===== src/hdl/wwd_params.svh =====
// Register indices, field positions, reset codes and rates of the windowed watchdog
`ifndef WWD_PARAMS_SVH
`define WWD_PARAMS_SVH

// ***********************************************
// Register indices on the plain register port
// ***********************************************
`define WWD_IDX_CTRL0     3'h0
`define WWD_IDX_CTRL1     3'h1
`define WWD_IDX_PS_LOW    3'h2
`define WWD_IDX_PS_HIGH   3'h3
`define WWD_IDX_VIEW      3'h4

// ***********************************************
// Field positions
// ***********************************************
`define WWD_SEN_BIT       0
`define WWD_DIV_LSB       1
`define WWD_DIV_MSB       5
`define WWD_CS_LSB        4
`define WWD_CS_MSB        6
`define WWD_WIN_LSB       0
`define WWD_WIN_MSB       2
`define WWD_ARMED_BIT     2

// ***********************************************
// Codes and reset values
// ***********************************************
`define WWD_DIV_OPEN      5'h1f
`define WWD_DIV_DEFAULT   5'h0b
`define WWD_DIV_MAX       5'h12
`define WWD_DIV_MIN       5'h00
`define WWD_CS_OPEN       3'h7
`define WWD_CS_RESET      3'h0
`define WWD_CS_MFO        3'h1
`define WWD_WIN_OPEN      3'h7
`define WWD_CNT_LAST      5'h1f

// ***********************************************
// Nominal time base: 32 ticks of 31 kHz is 1 ms
// ***********************************************
`define WWD_LFO_HZ        31000
`define WWD_MIN_DIV_LOG2  5

`endif


===== src/hdl/wwd_pkg.sv =====
// Types shared by the windowed watchdog modules
package wwd_pkg;

	// Operating mode from the configuration word
	typedef enum logic [1:0] {
		WWD_MODE_OFF   = 2'b00,
		WWD_MODE_SOFT  = 2'b01,
		WWD_MODE_AWAKE = 2'b10,
		WWD_MODE_ON    = 2'b11
	} wwd_mode_t;

	// State of one oscillator pin synchroniser
	typedef struct packed {
		logic s1;  // First stage, read only by s2
		logic s2;  // Second stage
		logic s3;  // Edge history
		logic tick; // Registered rising edge
	} wwd_sync_t;

	// Whole state of the watchdog core
	typedef struct packed {
		logic        init;      // Config defaults loaded
		logic [4:0]  div;       // Time-out divider select
		logic        soft_enable;       // Soft enable
		logic [2:0]  cs;        // Clock source select
		logic [2:0]  win;       // Window select
		logic [17:0] ps;        // Prescale counter
		logic [4:0]  cnt;       // Watchdog counter
		logic        armed;     // Armed for a clear
		logic        sleep_d;   // Sleep level last cycle
		logic [7:0]  rdata;     // Read data
		logic        dog_rst;   // Reset request pulse
		logic        viol;      // Window violation pulse
		logic        wake;      // Sleep time-out pulse
	} wwd_state_t;

endpackage : wwd_pkg


===== src/hdl/wwd_osc_tick.sv =====
// Two-flop synchroniser with rising-edge tick for an oscillator pin
`timescale 1ns/1ps
`include "wwd_params.svh"

module wwd_osc_tick
	import wwd_pkg::*;
(
	input  wire logic clk,     // System clock
	input  wire logic arst_n,  // Async reset
	input  wire logic osc_pin, // Oscillator from outside
	output logic      tick     // One-cycle pulse per rising edge
);

	wwd_sync_t s_q;  // Registered state
	wwd_sync_t s_d;  // Next state

	// ***********************************************
	// Next state
	// ***********************************************
	always_comb begin
		s_d      = s_q;
		s_d.s1   = osc_pin;
		s_d.s2   = s_q.s1;
		s_d.s3   = s_q.s2;
		s_d.tick = s_q.s2 & ~s_q.s3; // Edge seen past the second stage only
	end

	// Registers
	always_ff @(posedge clk or negedge arst_n) begin
		if (!arst_n) begin
			s_q <= '0;
		end else begin
			s_q <= s_d;
		end
	end

	assign tick = s_q.tick;

endmodule : wwd_osc_tick


===== src/hdl/wwd_window_cmp.sv =====
// Window comparator: closed while elapsed eighths are below the delay
`timescale 1ns/1ps
`include "wwd_params.svh"

module wwd_window_cmp
	import wwd_pkg::*;
(
	input  wire logic [2:0] win,     // Window select code
	input  wire logic [4:0] cnt,     // Watchdog counter
	output logic            closed   // Window closed now
);

	logic [2:0] delay8; // Closed delay in eighths of the period

	// Delay is seven eighths at code 0, none at code 7
	always_comb begin
		delay8 = 3'h7 - win;
		closed = (cnt[4:2] < delay8);
	end

endmodule : wwd_window_cmp


===== src/hdl/wwd_core.sv =====
// Windowed watchdog control registers, counters, window and clear logic
//
// Local design decisions: the strobed register port and the address map.
`timescale 1ns/1ps
`include "wwd_params.svh"

// How it works
// - Divider field picks 1:32 doubling to 1:8388608
// - Divider codes above 10010 act as 1:32
// - Divider resets to 01011 or config value
// - Divider writable only with config all ones
// - Soft enable acts only in mode 01
// - Clock select: 000 slow, 001 medium oscillator
// - Clock select resets 000 or config value, writable only config 111
// - Window code sets opening in eighths
// - Window resets from config, writable only 111
// - Eighteen-bit prescaler readable over three registers
// - View bits 7:3 show watchdog counter
// - View bit 2 shows armed flag
// - Readback counters read-only, zero after reset
// - Unimplemented bits read zero, ignore writes
// - Period from divider on selected oscillator ticks
// - Control writes clear counter and prescaler
// - Clear without arming read is a violation when window is not 111
// - Clear in closed window resets device
// - Time-out in sleep wakes instead of resetting
module wwd_core
	import wwd_pkg::*;
(
	input  wire logic       clk,          // 40 MHz system clock
	input  wire logic       arst_n,       // Async reset, active low
	input  wire logic [1:0] cfg_mode,     // Config operating mode
	input  wire logic [4:0] cfg_div,      // Config divider field
	input  wire logic [2:0] cfg_clk,      // Config clock field
	input  wire logic [2:0] cfg_win,      // Config window field
	input  wire logic       lfo_pin,      // Slow oscillator
	input  wire logic       mfo_pin,      // Medium oscillator
	input  wire logic       sleep,        // Core asleep
	input  wire logic       clr_dog,      // Clear instruction pulse
	input  wire logic [2:0] addr,         // Register index
	input  wire logic [7:0] wdata,        // Write data
	input  wire logic       wr,           // Write strobe
	input  wire logic       rd,           // Read strobe
	output logic      [7:0] rdata,        // Read data, cycle after rd
	output logic            dog_reset,    // Reset request pulse
	output logic            viol_pulse,   // Window violation pulse
	output logic            wake_pulse    // Sleep time-out pulse
);

	// ***********************************************
	// Declarations
	// ***********************************************
	wwd_state_t  s_q;        // Registered state
	wwd_state_t  s_d;        // Next state
	wwd_mode_t   mode;       // Decoded mode
	logic        lfo_tick;   // Slow oscillator edge
	logic        mfo_tick;   // Medium oscillator edge
	logic        tick;       // Selected time base edge
	logic        closed;     // Window closed
	logic        en;         // Watchdog running
	logic [4:0]  eff_div;    // Effective divider code
	logic [18:0] ps_mask;    // Prescaler wrap value
	logic        ps_wrap;    // Prescaler at wrap
	logic        wr_ctrl;    // Write to a control register
	logic        windowed;   // Window smaller than whole
	logic        clr_ok;     // Accepted clear
	logic        clr_bad;    // Violating clear
	logic        timeout;    // Counter overflow
	logic        clear_all;  // Clear counters
	logic [7:0]  rd_mux;     // Read data selection

	// ***********************************************
	// Time base and window
	// ***********************************************
	wwd_osc_tick u_lfo (
		.clk     (clk),
		.arst_n  (arst_n),
		.osc_pin (lfo_pin),
		.tick    (lfo_tick)
	);

	wwd_osc_tick u_mfo (
		.clk     (clk),
		.arst_n  (arst_n),
		.osc_pin (mfo_pin),
		.tick    (mfo_tick)
	);

	wwd_window_cmp u_win (
		.win    (s_q.win),
		.cnt    (s_q.cnt),
		.closed (closed)
	);

	// ***********************************************
	// Decode of mode, divider and events
	// ***********************************************
	always_comb begin
		mode = wwd_mode_t'(cfg_mode);
		// Enable by mode
		case (mode)
			WWD_MODE_ON:    en = s_q.init;
			WWD_MODE_AWAKE: en = s_q.init & ~sleep;
			WWD_MODE_SOFT:  en = s_q.init & s_q.soft_enable;
			default:        en = 1'b0;
		endcase
		// Reserved codes fall back to the smallest divider
		eff_div = (s_q.div > `WWD_DIV_MAX) ? `WWD_DIV_MIN : s_q.div;
		// Prescaler spans 2^code ticks, counter multiplies that by 32 steps
		ps_mask = (19'h1 << eff_div) - 19'h1;
		ps_wrap = ({1'b0, s_q.ps} == ps_mask);
		// Medium oscillator at 001, slow one otherwise
		tick = (s_q.cs == `WWD_CS_MFO) ? mfo_tick : lfo_tick;
		wr_ctrl  = wr & ((addr == `WWD_IDX_CTRL0) | (addr == `WWD_IDX_CTRL1));
		windowed = (s_q.win != `WWD_WIN_OPEN);
		// A windowed clear needs arming and an open window
		clr_bad = en & clr_dog & windowed & (~s_q.armed | closed);
		clr_ok  = en & clr_dog & ~clr_bad;
		timeout = en & tick & ps_wrap & (s_q.cnt == `WWD_CNT_LAST);
		clear_all = ~en | (sleep != s_q.sleep_d) | wr_ctrl | clr_ok
			| clr_bad | timeout;
	end

	// ***********************************************
	// Read data selection
	// ***********************************************
	always_comb begin
		rd_mux = 8'h00;
		case (addr)
			`WWD_IDX_CTRL0: begin
				// Bits 7:6 stay zero
				rd_mux[`WWD_DIV_MSB:`WWD_DIV_LSB] = s_q.div;
				rd_mux[`WWD_SEN_BIT] = s_q.soft_enable;
			end
			`WWD_IDX_CTRL1: begin
				// Bits 7 and 3 stay zero
				rd_mux[`WWD_CS_MSB:`WWD_CS_LSB]   = s_q.cs;
				rd_mux[`WWD_WIN_MSB:`WWD_WIN_LSB] = s_q.win;
			end
			`WWD_IDX_PS_LOW: begin
				rd_mux = s_q.ps[7:0];
			end
			`WWD_IDX_PS_HIGH: begin
				rd_mux = s_q.ps[15:8];
			end
			`WWD_IDX_VIEW: begin
				rd_mux = {s_q.cnt, s_q.armed, s_q.ps[17:16]};
			end
			default: begin
				rd_mux = 8'h00;  // Unmapped index reads zero
			end
		endcase
	end

	// ***********************************************
	// Next state
	// ***********************************************
	always_comb begin
		s_d         = s_q;
		s_d.sleep_d = sleep;
		s_d.dog_rst = 1'b0;
		s_d.viol    = 1'b0;
		s_d.wake    = 1'b0;
		s_d.rdata   = rd ? rd_mux : 8'h00;
		if (!s_q.init) begin
			// First cycle after reset: take config defaults
			s_d.init = 1'b1;
			s_d.div  = (cfg_div == `WWD_DIV_OPEN) ? `WWD_DIV_DEFAULT : cfg_div;
			s_d.cs   = (cfg_clk == `WWD_CS_OPEN) ? `WWD_CS_RESET : cfg_clk;
			s_d.win  = cfg_win;
			s_d.soft_enable  = 1'b0;
		end else begin
			// Control writes, locked fields keep their value
			if (wr && (addr == `WWD_IDX_CTRL0)) begin
				if (cfg_div == `WWD_DIV_OPEN) begin
					s_d.div = wdata[`WWD_DIV_MSB:`WWD_DIV_LSB];
				end
				s_d.soft_enable = wdata[`WWD_SEN_BIT];
			end
			if (wr && (addr == `WWD_IDX_CTRL1)) begin
				if (cfg_clk == `WWD_CS_OPEN) begin
					s_d.cs = wdata[`WWD_CS_MSB:`WWD_CS_LSB];
				end
				if (cfg_win == `WWD_WIN_OPEN) begin
					s_d.win = wdata[`WWD_WIN_MSB:`WWD_WIN_LSB];
				end
			end
		end
		// Counters
		if (clear_all) begin
			s_d.ps    = 18'h0;
			s_d.cnt   = 5'h0;
			s_d.armed = 1'b0;
		end else begin
			if (tick) begin
				if (ps_wrap) begin
					s_d.ps  = 18'h0;
					s_d.cnt = s_q.cnt + 5'h1;
				end else begin
					s_d.ps = s_q.ps + 18'h1;
				end
			end
			// Reading control 0 arms the watchdog
			if (rd && (addr == `WWD_IDX_CTRL0) && en) begin
				s_d.armed = 1'b1;
			end
		end
		// Outcomes
		if (clr_bad) begin
			s_d.dog_rst = 1'b1;
			s_d.viol    = 1'b1;
		end
		if (timeout) begin
			if (sleep) begin
				s_d.wake = 1'b1;
			end else begin
				s_d.dog_rst = 1'b1;
			end
		end
	end

	// ***********************************************
	// Registers, all zero at reset
	// ***********************************************
	always_ff @(posedge clk or negedge arst_n) begin
		if (!arst_n) begin
			s_q <= '0;
		end else begin
			s_q <= s_d;
		end
	end

	// Outputs straight from the state
	assign rdata      = s_q.rdata;
	assign dog_reset  = s_q.dog_rst;
	assign viol_pulse = s_q.viol;
	assign wake_pulse = s_q.wake;
endmodule : wwd_core


===== config.mk =====
export PLATFORM = sky130hd
export DESIGN_NAME = wwd_core
export DESIGN_NICKNAME = d
export VERILOG_FILES = /design/src/hdl/wwd_pkg.sv /design/src/hdl/wwd_osc_tick.sv /design/src/hdl/wwd_window_cmp.sv /design/src/hdl/wwd_core.sv
export VERILOG_INCLUDE_DIRS = /design/src /design/src/hdl
export SDC_FILE = /design/constraint.sdc
export NUM_CORES = 1
export LEC_CHECK = 0
export BUFFER_PORTS_ARGS = -buffer_cell sky130_fd_sc_hd__buf_2
export CORE_UTILIZATION = 25
export CTS_BUF_LIST = sky130_fd_sc_hd__clkbuf_16
export DETAILED_ROUTE_END_ITERATION = 7
export GPL_TIMING_DRIVEN = 0
export PLACE_DENSITY = 0.4
export SETUP_SLACK_MARGIN = 0.4
export SYNTH_ARGS = -nofsm -noshare
export SYNTH_HDL_FRONTEND = slang
export SYNTH_SLANG_ARGS = --single-unit

===== constraint.sdc =====
create_clock -name clk -period 7.9 [get_ports clk]
set_input_delay 0.79 -clock clk [delete_from_list [all_inputs] [get_ports clk]]
set_output_delay 0.79 -clock clk [all_outputs]
set_load 0.02 [all_outputs]

==> Word level (Yosys, flattened, before mapping) <==
Cells that the tools add are included.
{ "classes": {"reduce_logical": 12, "shifts": 1, "n_mux": 27, "n_addsub": 4, "n_eq_ne": 20, "bitwise_logic": 25, "magnitude_cmp": 2} }
{ "op_table": {"columns": ["op", "n"], "rows": [
  ["24-bit 2-to-1 mux", 1],
  ["23-bit 2-to-1 mux", 1],
  ["5-bit 2-to-1 mux", 4],
  ["18-bit by 19-bit equality test with 1-bit output", 1],
  ["1-bit by 5-bit << shifter with 19-bit output (first input constant)", 1],
  ["19-bit by 1-bit subtractor with 19-bit output (second input constant)", 1],
  ["18-bit by 1-bit adder with 18-bit output (second input constant)", 1],
  ["18-bit 2-to-1 mux", 1],
  ["3-bit case mux with 5 select lines", 1],
  ["1-bit AND", 12],
  ["12-bit 2-to-1 mux", 1],
  ["6-bit 2-to-1 mux", 2],
  ["5-bit equality test (second input constant)", 2],
  ["2-bit by 1-bit != test with 1-bit output (second input constant)", 5],
  ["2-bit case mux with 5 select lines", 1],
  ["3-bit equality test (second input constant)", 3],
  ["3-bit 2-to-1 mux", 3],
  ["8-bit 2-to-1 mux", 1],
  ["1-bit case mux with 4 select lines", 2],
  ["2-bit AND reduction", 4],
  ["1-bit OR", 7],
  ["3-bit by 1-bit equality test with 1-bit output (second input constant)", 2],
  ["3-bit by 2-bit equality test with 1-bit output (second input constant)", 2],
  ["1-bit 2-to-1 mux", 6],
  ["14 further kinds", 26]
]} }
{ "word_totals": {"register_bits": 57, "output_inout_bits": 11, "input_bits": 32, "wordCells": 112} }

==> Depth between registers and ports, before layout <==
Gate-level depths: netlist of the first run.
{ "logic_depth": {"word_depth": 13, "ltp_mapped": 15, "ltp_nobuf": 11} }

==> Hierarchy <==
From an unflattened synthesis of the first run, not the netlist that was laid out.
{ "hier_totals": {"cells_unflattened": 445, "area_unflattened_um2": 3968.8} }
{ "modules_own_cells": {"columns": ["mod", "area_each_um2", "cells_per_inst", "seq_area_each_um2", "n_inst"], "rows": [
  ["wwd_core", 3698.5, 431, 1226.2, 1],
  ["wwd_osc_tick", 113.9, 5, 100.1, 2],
  ["wwd_window_cmp", 42.5, 4, 0.0, 1]
]} }

==> Worst setup path before layout of the first run <==
No wires, ideal clock.
{ "synth_timing": {"path_type": "register -> register", "start": "register s_q[44] (netlist bit)", "end": "register s_q[14] (netlist bit)", "arrival_time_ns": 3.697, "synth_period_minus_slack_ns": 3.776, "path_slack_ns": 4.124, "required_time_ns": 7.821, "path_stages_with_launch": 15, "setup_ns": 0.079, "path_buffers": 3, "cell_sequence": "dfrtp_1 buf_4 or4_4 o22ai_2 inv_1 ha_1 or4_1 o21ai_0 a22oi_1 xnor2_1 or3_1 clkbuf_1 nor4_4 buf_6 mux2i_1"} }
{ "synth_via": {"elab_chain_len": 10, "word_cells_on_any_way": 12, "classes_between": "add/sub (1); order compare (1); eq/ne (1); shift (1); mux (2); bitwise (3); reduce/logical (3)"} }
{ "synth_lines": {"columns": ["item", "line_no", "rtl"], "rows": [
  ["from (decl)", "wwd_core.sv:53", "wwd_state_t s_q;"],
  ["from (signal assigned)", "wwd_core.sv:227", "s_q <= '0;"],
  ["from (signal assigned)", "wwd_core.sv:229", "s_q <= s_d;"],
  ["5-bit greater-than comparator (no source line)", null, null],
  ["5-bit 2-to-1 mux (*)", "wwd_core.sv:108", "eff_div = (s_q.div > `WWD_DIV_MAX) ? `WWD_DIV_MIN : s_q.div;"],
  ["1-bit by 5-bit << shifter with 19-bit output (*)", "wwd_core.sv:110", "ps_mask = (19'h1 << eff_div) - 19'h1;"],
  ["19-bit by 1-bit subtractor with 19-bit output (*)", "wwd_core.sv:110", null],
  ["18-bit by 19-bit equality test with 1-bit output (*)", "wwd_core.sv:111", "ps_wrap = ({1'b0, s_q.ps} == ps_mask);"],
  ["1-bit AND (2 in series)", "wwd_core.sv:119", "timeout = en & tick & ps_wrap & (s_q.cnt == `WWD_CNT_LAST);"],
  ["1-bit OR", "wwd_core.sv:121", "| clr_bad | timeout;"],
  ["2-bit nonzero test (no source line)", null, null],
  ["2-bit AND reduction (no source line)", null, null]
]} }
Mark *: on every way between the ends. The rest lies on a longest branch, timed or not.
A chain may end at the register's enable or synchronous reset.

==> Worst setup path after layout of the first run <==
{ "layout_timing": {"start": "register s_q[44] (netlist bit)", "end": "register s_q[21] (netlist bit)"} }
{ "layout_via": {"elab_chain_len": 9, "word_cells_on_any_way": 12, "classes_between": "add/sub (1); order compare (1); eq/ne (1); shift (1); mux (4); bitwise (3); reduce/logical (1)"} }
{ "layout_lines": {"columns": ["item", "line_no"], "rows": [
  ["5-bit greater-than comparator (no source line)", null],
  ["5-bit 2-to-1 mux (*)", "wwd_core.sv:108"],
  ["1-bit by 5-bit << shifter with 19-bit output (*)", "wwd_core.sv:110"],
  ["19-bit by 1-bit subtractor with 19-bit output (*)", "wwd_core.sv:110"],
  ["18-bit by 19-bit equality test with 1-bit output (*)", "wwd_core.sv:111"],
  ["1-bit AND (2 in series)", "wwd_core.sv:119"],
  ["1-bit OR", "wwd_core.sv:121"],
  ["24-bit 2-to-1 mux or 2-bit nonzero test (tied branches)", null]
]} }
Mark *: on every way between the ends. The rest lies on a longest branch, timed or not. The select of a mux whose other input is x is not followed.

==> PnR_summary.wiki, run 1 <==
{| class="wikitable"
! Metric !! Value
|-
| Largest stage delay on the critical path || 0.69 ns
|-
| Leading register cell type out of synthesis || dfrtp_1
|-
| Total of buffers placed on input and output ports || 39
|-
| Post-synth top area share || 36.3%
|-
| Category of the worst setup path capture point || flop
|-
| Number of antenna violations at the first check in global routing || 0
|-
| Placed wire-length estimate || 8710 um
|-
| Chain of cells forming the critical path || buf_4, or4_4, o22ai_2, inv_1, ha_1, or4_1, o21ai_0, a22oi_1, xnor2_1, or3_1, clkbuf_1, nor4_4, nor3_1
|-
| Area fraction in compound gates after synthesis || 16.5%
|-
| RSZ-0062 raised after global routing || no
|-
| Area of the mapped netlist || 0.00393 sq mm
|-
| Number of global-route vias before repair || 3,281
|-
| Pin count of the biggest net entering global routing || 58
|-
| Clock buffer count from CTS || 9
|-
| Syn nets || 461
|-
| Clock-pin slew of the registers on the worst-case setup and hold paths || 0.05 ns
|-
| Longest Clk Path Bufs || 2
|-
| Post-synth top cells || 57 x dfrtp_1, 33 x nand2_1, 25 x nor3_1, 19 x o21ai_0, 17 x nor2_1
|-
| Result of the run || finished clean
|-
| Residual antenna-violating net count after detailed routing || 0
|-
| Required time worst endpoint || 8.08 ns
|-
| Global route overflow || 0
|-
| Chip height || 127 um
|-
| Worst skew pair latency || 0.34 ns
|-
| Row count || 45
|-
| Die ar. || 0.0162 sq mm
|-
| P&R area growth vs syn || 18.9%
|-
| Core Region || 0.0153 sq mm
|-
| Simple logic cell fraction of the synthesized area || 24.4%
|-
| Register share of total power || 37.5%
|-
| Share of the yosys chip area belonging to registers || 36.3%
|-
| Multi-input gate area || 0.00225 sq mm
|-
| Worst ir drop on vdd || 0.000102 V
|-
| Antenna diode count || 0
|-
| Areal power density over the cells || 177 mW/mm^2
|-
| CTS tree || built
|-
| Critical path fanouts, max || 10
|-
| Actual slew at the worst max-slew pin || 0.888 ns
|-
| Combinational power share || 17.9%
|-
| Fraction of power spent switching nets || 27.7%
|-
| Synth Warn # || 0
|-
| Post-route clock skew || 0.00913 ns
|-
| Clock network fraction of total power || 44.6%
|-
| RePlAce Congestion || 0.772
|-
| Count of hold-fix buffers inserted at cts || 0
|-
| Synth Instances || 420
|-
| Iteration-0 DRC Markers || 210
|-
| # nets final || 511
|-
| Post-Syn Area per Cell || 9.35 sq um
|-
| Data arrival, critical path || 4.49 ns
|-
| Cell internal pwr || 597 uW
|-
| Parity-gate share of the synthesized area counting xor and xnor cells || 7.04%
|-
| Period utilisation layout || 54.5%
|-
| Type of element launching the critical path || flop
|-
| Top delay family on crit path || simple AND/OR/NAND/NOR gates
|-
| Dominant cells by area after synthesis || dfrtp_1 36%, xnor2_1 3.3%, mux2i_1 3.3%
|-
| Slew Limit Fails || 0
|-
| Slowest cell on the critical path || nor4_4
|-
| Total buffers and inverters traversed by the critical path || 3
|-
| Worst Path Class, Setup || reg2reg
|-
| Type of the most critical hold path || reg2reg
|-
| Total routing usage reported by global routing || 15.2%
|-
| Remaining DRCs || 0
|-
| Unique cell type count in the Yosys netlist || 68
|-
| WL/cell || 17.0 um
|-
| Number of flops mapped to enable cells by yosys || 0
|-
| Starting density of the core || 25.7%
|-
| CTS H-Tree Depth || 3
|-
| Number of gates resized after cts || 0
|-
| Switching component of the power || 229 uW
|-
| Area of all sequential standard cells || 0.00143 sq mm
|-
| Filler instances || 1,667
|-
| Number of max-cap violations || 0
|-
| Final setup TNS || 0 ns
|-
| Setup ws final || 3.59 ns
|-
| Detailed-route via count || 3,364
|-
| Number of endpoints with negative hold slack in the final report || 0
|-
| Dominant combinational cell family by area after synthesis || simple AND/OR/NAND/NOR gates
|-
| Share of synthesized area spent on multiplexers || 6.47%
|-
| Overall routed net length || 11,700 um
|-
| Mean number of vias per cell || 4.90
|-
| Die width || 127 um
|-
| Achievable frequency || 232 MHz
|-
| Worst hold slack || 0.344 ns
|-
| Count of endpoints failing setup in the final report || 0
|-
| Total setup buffers inserted after CTS || 0
|-
| Ports || 43
|-
| Clk Tree Root Cell || clkbuf_16
|-
| Pre-antenna DRT Iters || 4
|-
| Post-synthesis sequential element count || 57
|-
| Share of layout cells above drive strength 1 || 20.4%
|-
| Share of synthesized registers carrying an async set or reset || 100%
|-
| Worst-case headroom to the max-slew limit || 39.1%
|-
| First-pass GRT wire length || 18,500 um
|-
| Adder-cell share of the synthesized area || 2.87%
|-
| DP Worst Slack || 3.60 ns
|-
| Top cell type by total area after synthesis || dfrtp_1
|-
| LEAKAGE || 1.96 nW
|-
| Shortest clock period the worst path allows after layout || 4.31 ns
|-
| CTS sink cnt || 57
|-
| Most common cell in the netlist || dfrtp_1
|}
metal layers:
metal / part of all wire [%] / track usage (%) / vias to the layer above
met2: 43 / 22.7 / 99
met3: 5.0 / 3.43 / 14
li1: - / - / 1621
met1: 50 / 21.3 / 1630
met4: 1.7 / 5.46 / 0
met5: 0 / 0 / -
sequential cells by signal, summed over array words and instances (netlist names):
signal	flops
dog_reset	1
rdata	8
s_q	38
u_lfo.s_d	2
u_lfo.s_q	1
u_lfo.tick	1
u_mfo.s_d	2
u_mfo.s_q	1
u_mfo.tick	1
viol_pulse	1
wake_pulse	1
cell type report:
cell class | count | area share (%)
Timing Repair Buffer | 39 | 4.24
Multi-Input combinational cell | 317 | 48.3
Buffer | 35 | 4.40
Sequential cell | 57 | 30.6
Tap cell | 211 | 5.66
Clock buffer | 9 | 4.83
Inverter | 11 | 0.885
Clock inverter | 7 | 1.15
final timing paths:
| check | from | end | slack, ns | cells after the start |
|---|---|---|---|---|
| max | s_q[44] | s_q[21] | 3.59 | 13 |
| min reg2reg | u_lfo.s_d[2] | u_lfo.s_d[1] | 0.34 | 0 |
| max in group asynchronous | arst_n | u_mfo.s_q[1] | 6.86 | 1 |
| min in group asynchronous | arst_n | s_q[26] | 0.52 | 1 |
| min | u_lfo.s_d[2] | u_lfo.s_d[1] | 0.34 | 0 |
| max reg2reg | s_q[44] | s_q[21] | 3.59 | 13 |
power by group through the flow:
stage | registers [mW] | logic, mW | clock network [mW]
floorplan | 0.313 | 0.101 | 0
global placement | 0.314 | 0.146 | 0
detailed placement | 0.315 | 0.147 | 0
CTS | 0.310 | 0.148 | 0.378
global route | 0.311 | 0.162 | 0.392
finish | 0.310 | 0.147 | 0.368
logic make-up (layout without fill, tap and decap cells):
family / Yosys count / in the layout
and+or+nand+nor: 164 / 164
AOI/OAI and AO/OA: 89 / 89
DFF: 57 / 57
buffers and inverters: 46 / 101
xor gates and xnor gates: 30 / 30
muxes: 24 / 24
adders and majority gates: 9 / 9
other: 1 / 1
per-stage QoR:
| step | util [%] | instances | instance area, sq um | total power [mW] |
|---|---|---|---|---|
| 6_report | 30.6 | 686 | 4670 | 0.826 |
| 5_1_grt | 30.6 | 686 | 4670 | 0.866 |
| 4_1_cts | 30.6 | 686 | 4670 | 0.836 |
| 3_5_place_dp | 28.7 | 670 | 4390 | 0.462 |
| 3_3_place_gp | 28.7 | 670 | 4380 | 0.460 |
| 2_1_floorplan | - | 420 | 3930 | 0.414 |
layout by cell type, fill, tap and decap left out, types with 10 or more instances in the layout:
cell type / count
nor2_1: 17
and2_1: 10
buf_2: 43
buf_4: 11
nand2_1: 33
nor2b_1: 12
xnor2_1: 15
xor2_1: 14
dfrtp_1: 57
mux2i_1: 13
a21oi_1: 11
mux2_2: 11
clkbuf_1: 15
nand3_1: 12
and3_1: 11
nor3_1: 25
a22oi_1: 14
inv_1: 13
o21ai_0: 19
(Power assumes the default switching activity.)
==> inputs of run 2 (changes only) <==
clock period = 4.52 ns   (was 7.9 ns; I/O delays follow)
==> run 2 against run 1 <==
Net effect:
- clock skew decreased by 0.0019 ns
- total power increased by 75%
- utilization increased by 0.25 points
- final cell count increased by 0.44%
==> PnR_summary.wiki, run 2 (synthesized netlist as in run 1, its figures left out) <==
{| class="wikitable"
! Metric !! Value
|-
| Slowest cell on the critical path || or4_1
|-
| Total buffers and inverters traversed by the critical path || 3
|-
| Ports || 43
|-
| Final setup TNS || 0 ns
|-
| # nets final || 514
|-
| P&R area growth vs syn || 19.9%
|-
| CTS H-Tree Depth || 3
|-
| Required time worst endpoint || 4.77 ns
|-
| Worst-case headroom to the max-slew limit || 38.0%
|-
| CTS sink cnt || 57
|-
| Multi-input gate area || 0.00227 sq mm
|-
| Largest stage delay on the critical path || 0.57 ns
|-
| Iteration-0 DRC Markers || 230
|-
| Clock-pin slew of the registers on the worst-case setup and hold paths || 0.05 ns
|-
| Number of antenna violations at the first check in global routing || 0
|-
| Period utilisation layout || 86.4%
|-
| Placed wire-length estimate || 8710 um
|-
| Count of endpoints failing setup in the final report || 0
|-
| Chain of cells forming the critical path || buf_4, or4_4, o22ai_4, inv_1, ha_2, or4_1, o21ai_1, a22oi_1, xnor2_1, or3_1, buf_2, or4_1, o22ai_1
|-
| Actual slew at the worst max-slew pin || 0.903 ns
|-
| WL/cell || 16.9 um
|-
| Areal power density over the cells || 307 mW/mm^2
|-
| Longest Clk Path Bufs || 2
|-
| Result of the run || finished clean
|-
| Residual antenna-violating net count after detailed routing || 0
|-
| Total routing usage reported by global routing || 15.2%
|-
| Highest-count cells in the layout ignoring fill and taps || 57 x dfrtp_1, 44 x buf_2, 33 x nand2_1, 25 x nor3_1, 18 x o21ai_0
|-
| Filler instances || 1,665
|-
| Type of the most critical hold path || in2async
|-
| Switching component of the power || 400 uW
|-
| RePlAce Congestion || 0.772
|-
| Commonest non-fill, non-tap cell in the layout || dfrtp_1
|-
| Type of element launching the critical path || flop
|-
| Die ar. || 0.0162 sq mm
|-
| Fraction of power spent switching nets || 27.7%
|-
| Worst ir drop on vdd || 0.000178 V
|-
| Pre-antenna DRT Iters || 4
|-
| Pin count of the biggest net entering global routing || 58
|-
| Chip height || 127 um
|-
| Critical path fanouts, max || 10
|-
| Overall routed net length || 11,600 um
|-
| Total of buffers placed on input and output ports || 39
|-
| Global route overflow || 0
|-
| Remaining DRCs || 0
|-
| Data arrival, critical path || 4.16 ns
|-
| Combinational power share || 18.1%
|-
| Number of global-route vias before repair || 3,294
|-
| Register share of total power || 37.5%
|-
| Die width || 127 um
|-
| LEAKAGE || 1.98 nW
|-
| Clock network fraction of total power || 44.4%
|-
| DP Worst Slack || 0.216 ns
|-
| Top delay family on crit path || simple AND/OR/NAND/NOR gates
|-
| First-pass GRT wire length || 18,500 um
|-
| Category of the worst setup path capture point || flop
|-
| Clock buffer count from CTS || 9
|-
| Core Region || 0.0153 sq mm
|-
| Mean number of vias per cell || 4.84
|-
| Starting density of the core || 25.7%
|-
| Worst Path Class, Setup || reg2reg
|-
| CTS tree || built
|-
| Largest register by flop count || s_q
|-
| Number of endpoints with negative hold slack in the final report || 0
|-
| Share of layout cells above drive strength 1 || 21.5%
|-
| RSZ-0062 raised after global routing || no
|-
| Antenna diode count || 0
|-
| Worst skew pair latency || 0.33 ns
|-
| Number of max-cap violations || 0
|-
| Post-route clock skew || 0.00723 ns
|-
| Crit-path most repeated cell || or4_1
|-
| Detailed-route via count || 3,336
|-
| Clk Tree Root Cell || clkbuf_16
|-
| Achievable frequency || 256 MHz
|-
| Cell internal pwr || 1.04 mW
|-
| Slew Limit Fails || 0
|-
| Shortest clock period the worst path allows after layout || 3.91 ns
|-
| Number of flip-flops under the largest register name || 38
|-
| Setup ws final || 0.615 ns
|-
| Row count || 45
|-
| Area of all sequential standard cells || 0.00143 sq mm
|}
[run 2: cell types whose count changed in the layout (fill, tap and decap cells not counted), sizes merged]
cell | before | now
clkbuf | 24 | 23
buf | 59 | 63
[run 2: power by group through the flow]
stage	clock, mW	sequential [mW]	combinational (mW)
after CTS	0.661	0.542	0.258
after detailed placement	0	0.551	0.257
final	0.642	0.542	0.261
after floorplan	0	0.546	0.177
after global placement	0	0.550	0.255
after global routing	0.685	0.544	0.288
[run 2: final cells by class]
type | instances | share of cell area, %
multi-input cells | 317 | 48.2
flip-flops and latches | 57 | 30.3
repair buffers | 42 | 4.68
clock buffers | 9 | 4.79
plain buffers | 35 | 4.39
well taps | 211 | 5.61
clock inverters | 7 | 1.14
inverters | 11 | 0.878
[run 2: through the flow]
step | cells | utilization, % | area [sq um] | power, mW | hold WS [ns]
finish | 689 | 30.8 | 4700 | 1.45 | 0.183
global route | 689 | 30.8 | 4700 | 1.52 | 0.217
CTS | 689 | 30.7 | 4690 | 1.46 | 0.210
detailed placement | 670 | 28.7 | 4390 | 0.807 | 0.336
global placement | 670 | 28.7 | 4380 | 0.805 | 0.335
floorplan | 420 | - | 3930 | 0.723 | 0.156
[run 2: metal layers]
metal	up-vias	wire (um)	track usage, %
li1	1627	-	-
met1	1606	5930	21.2
met2	90	5050	22.8
met3	13	468	3.43
met4	0	186	5.46
met5	-	0	0
[run 2: path summary, 6_finish.rpt]
path,start,endpoint,slack [ns],depth (start not counted)
min reg2reg,u_lfo.s_d[2],u_lfo.s_d[1],0.34,0
max reg2reg,s_q[44],s_q[16],0.61,13
max,s_q[44],s_q[16],0.61,13
min,arst_n,s_q[26],0.18,1
min in group clk,mfo_pin,u_mfo.s_d[2],0.22,1
max in group asynchronous,arst_n,u_mfo.s_q[1],3.81,1
[run 2: what timing repair did]
item | in CTS | in global routing
hold buffers | 0 | 0
cloned | 0 | 0
endpoints found under the setup margin | 22 | 17
buffers inserted | 3 | 0
pin swaps | 2 | 0
gates resized for setup | 1 | 5
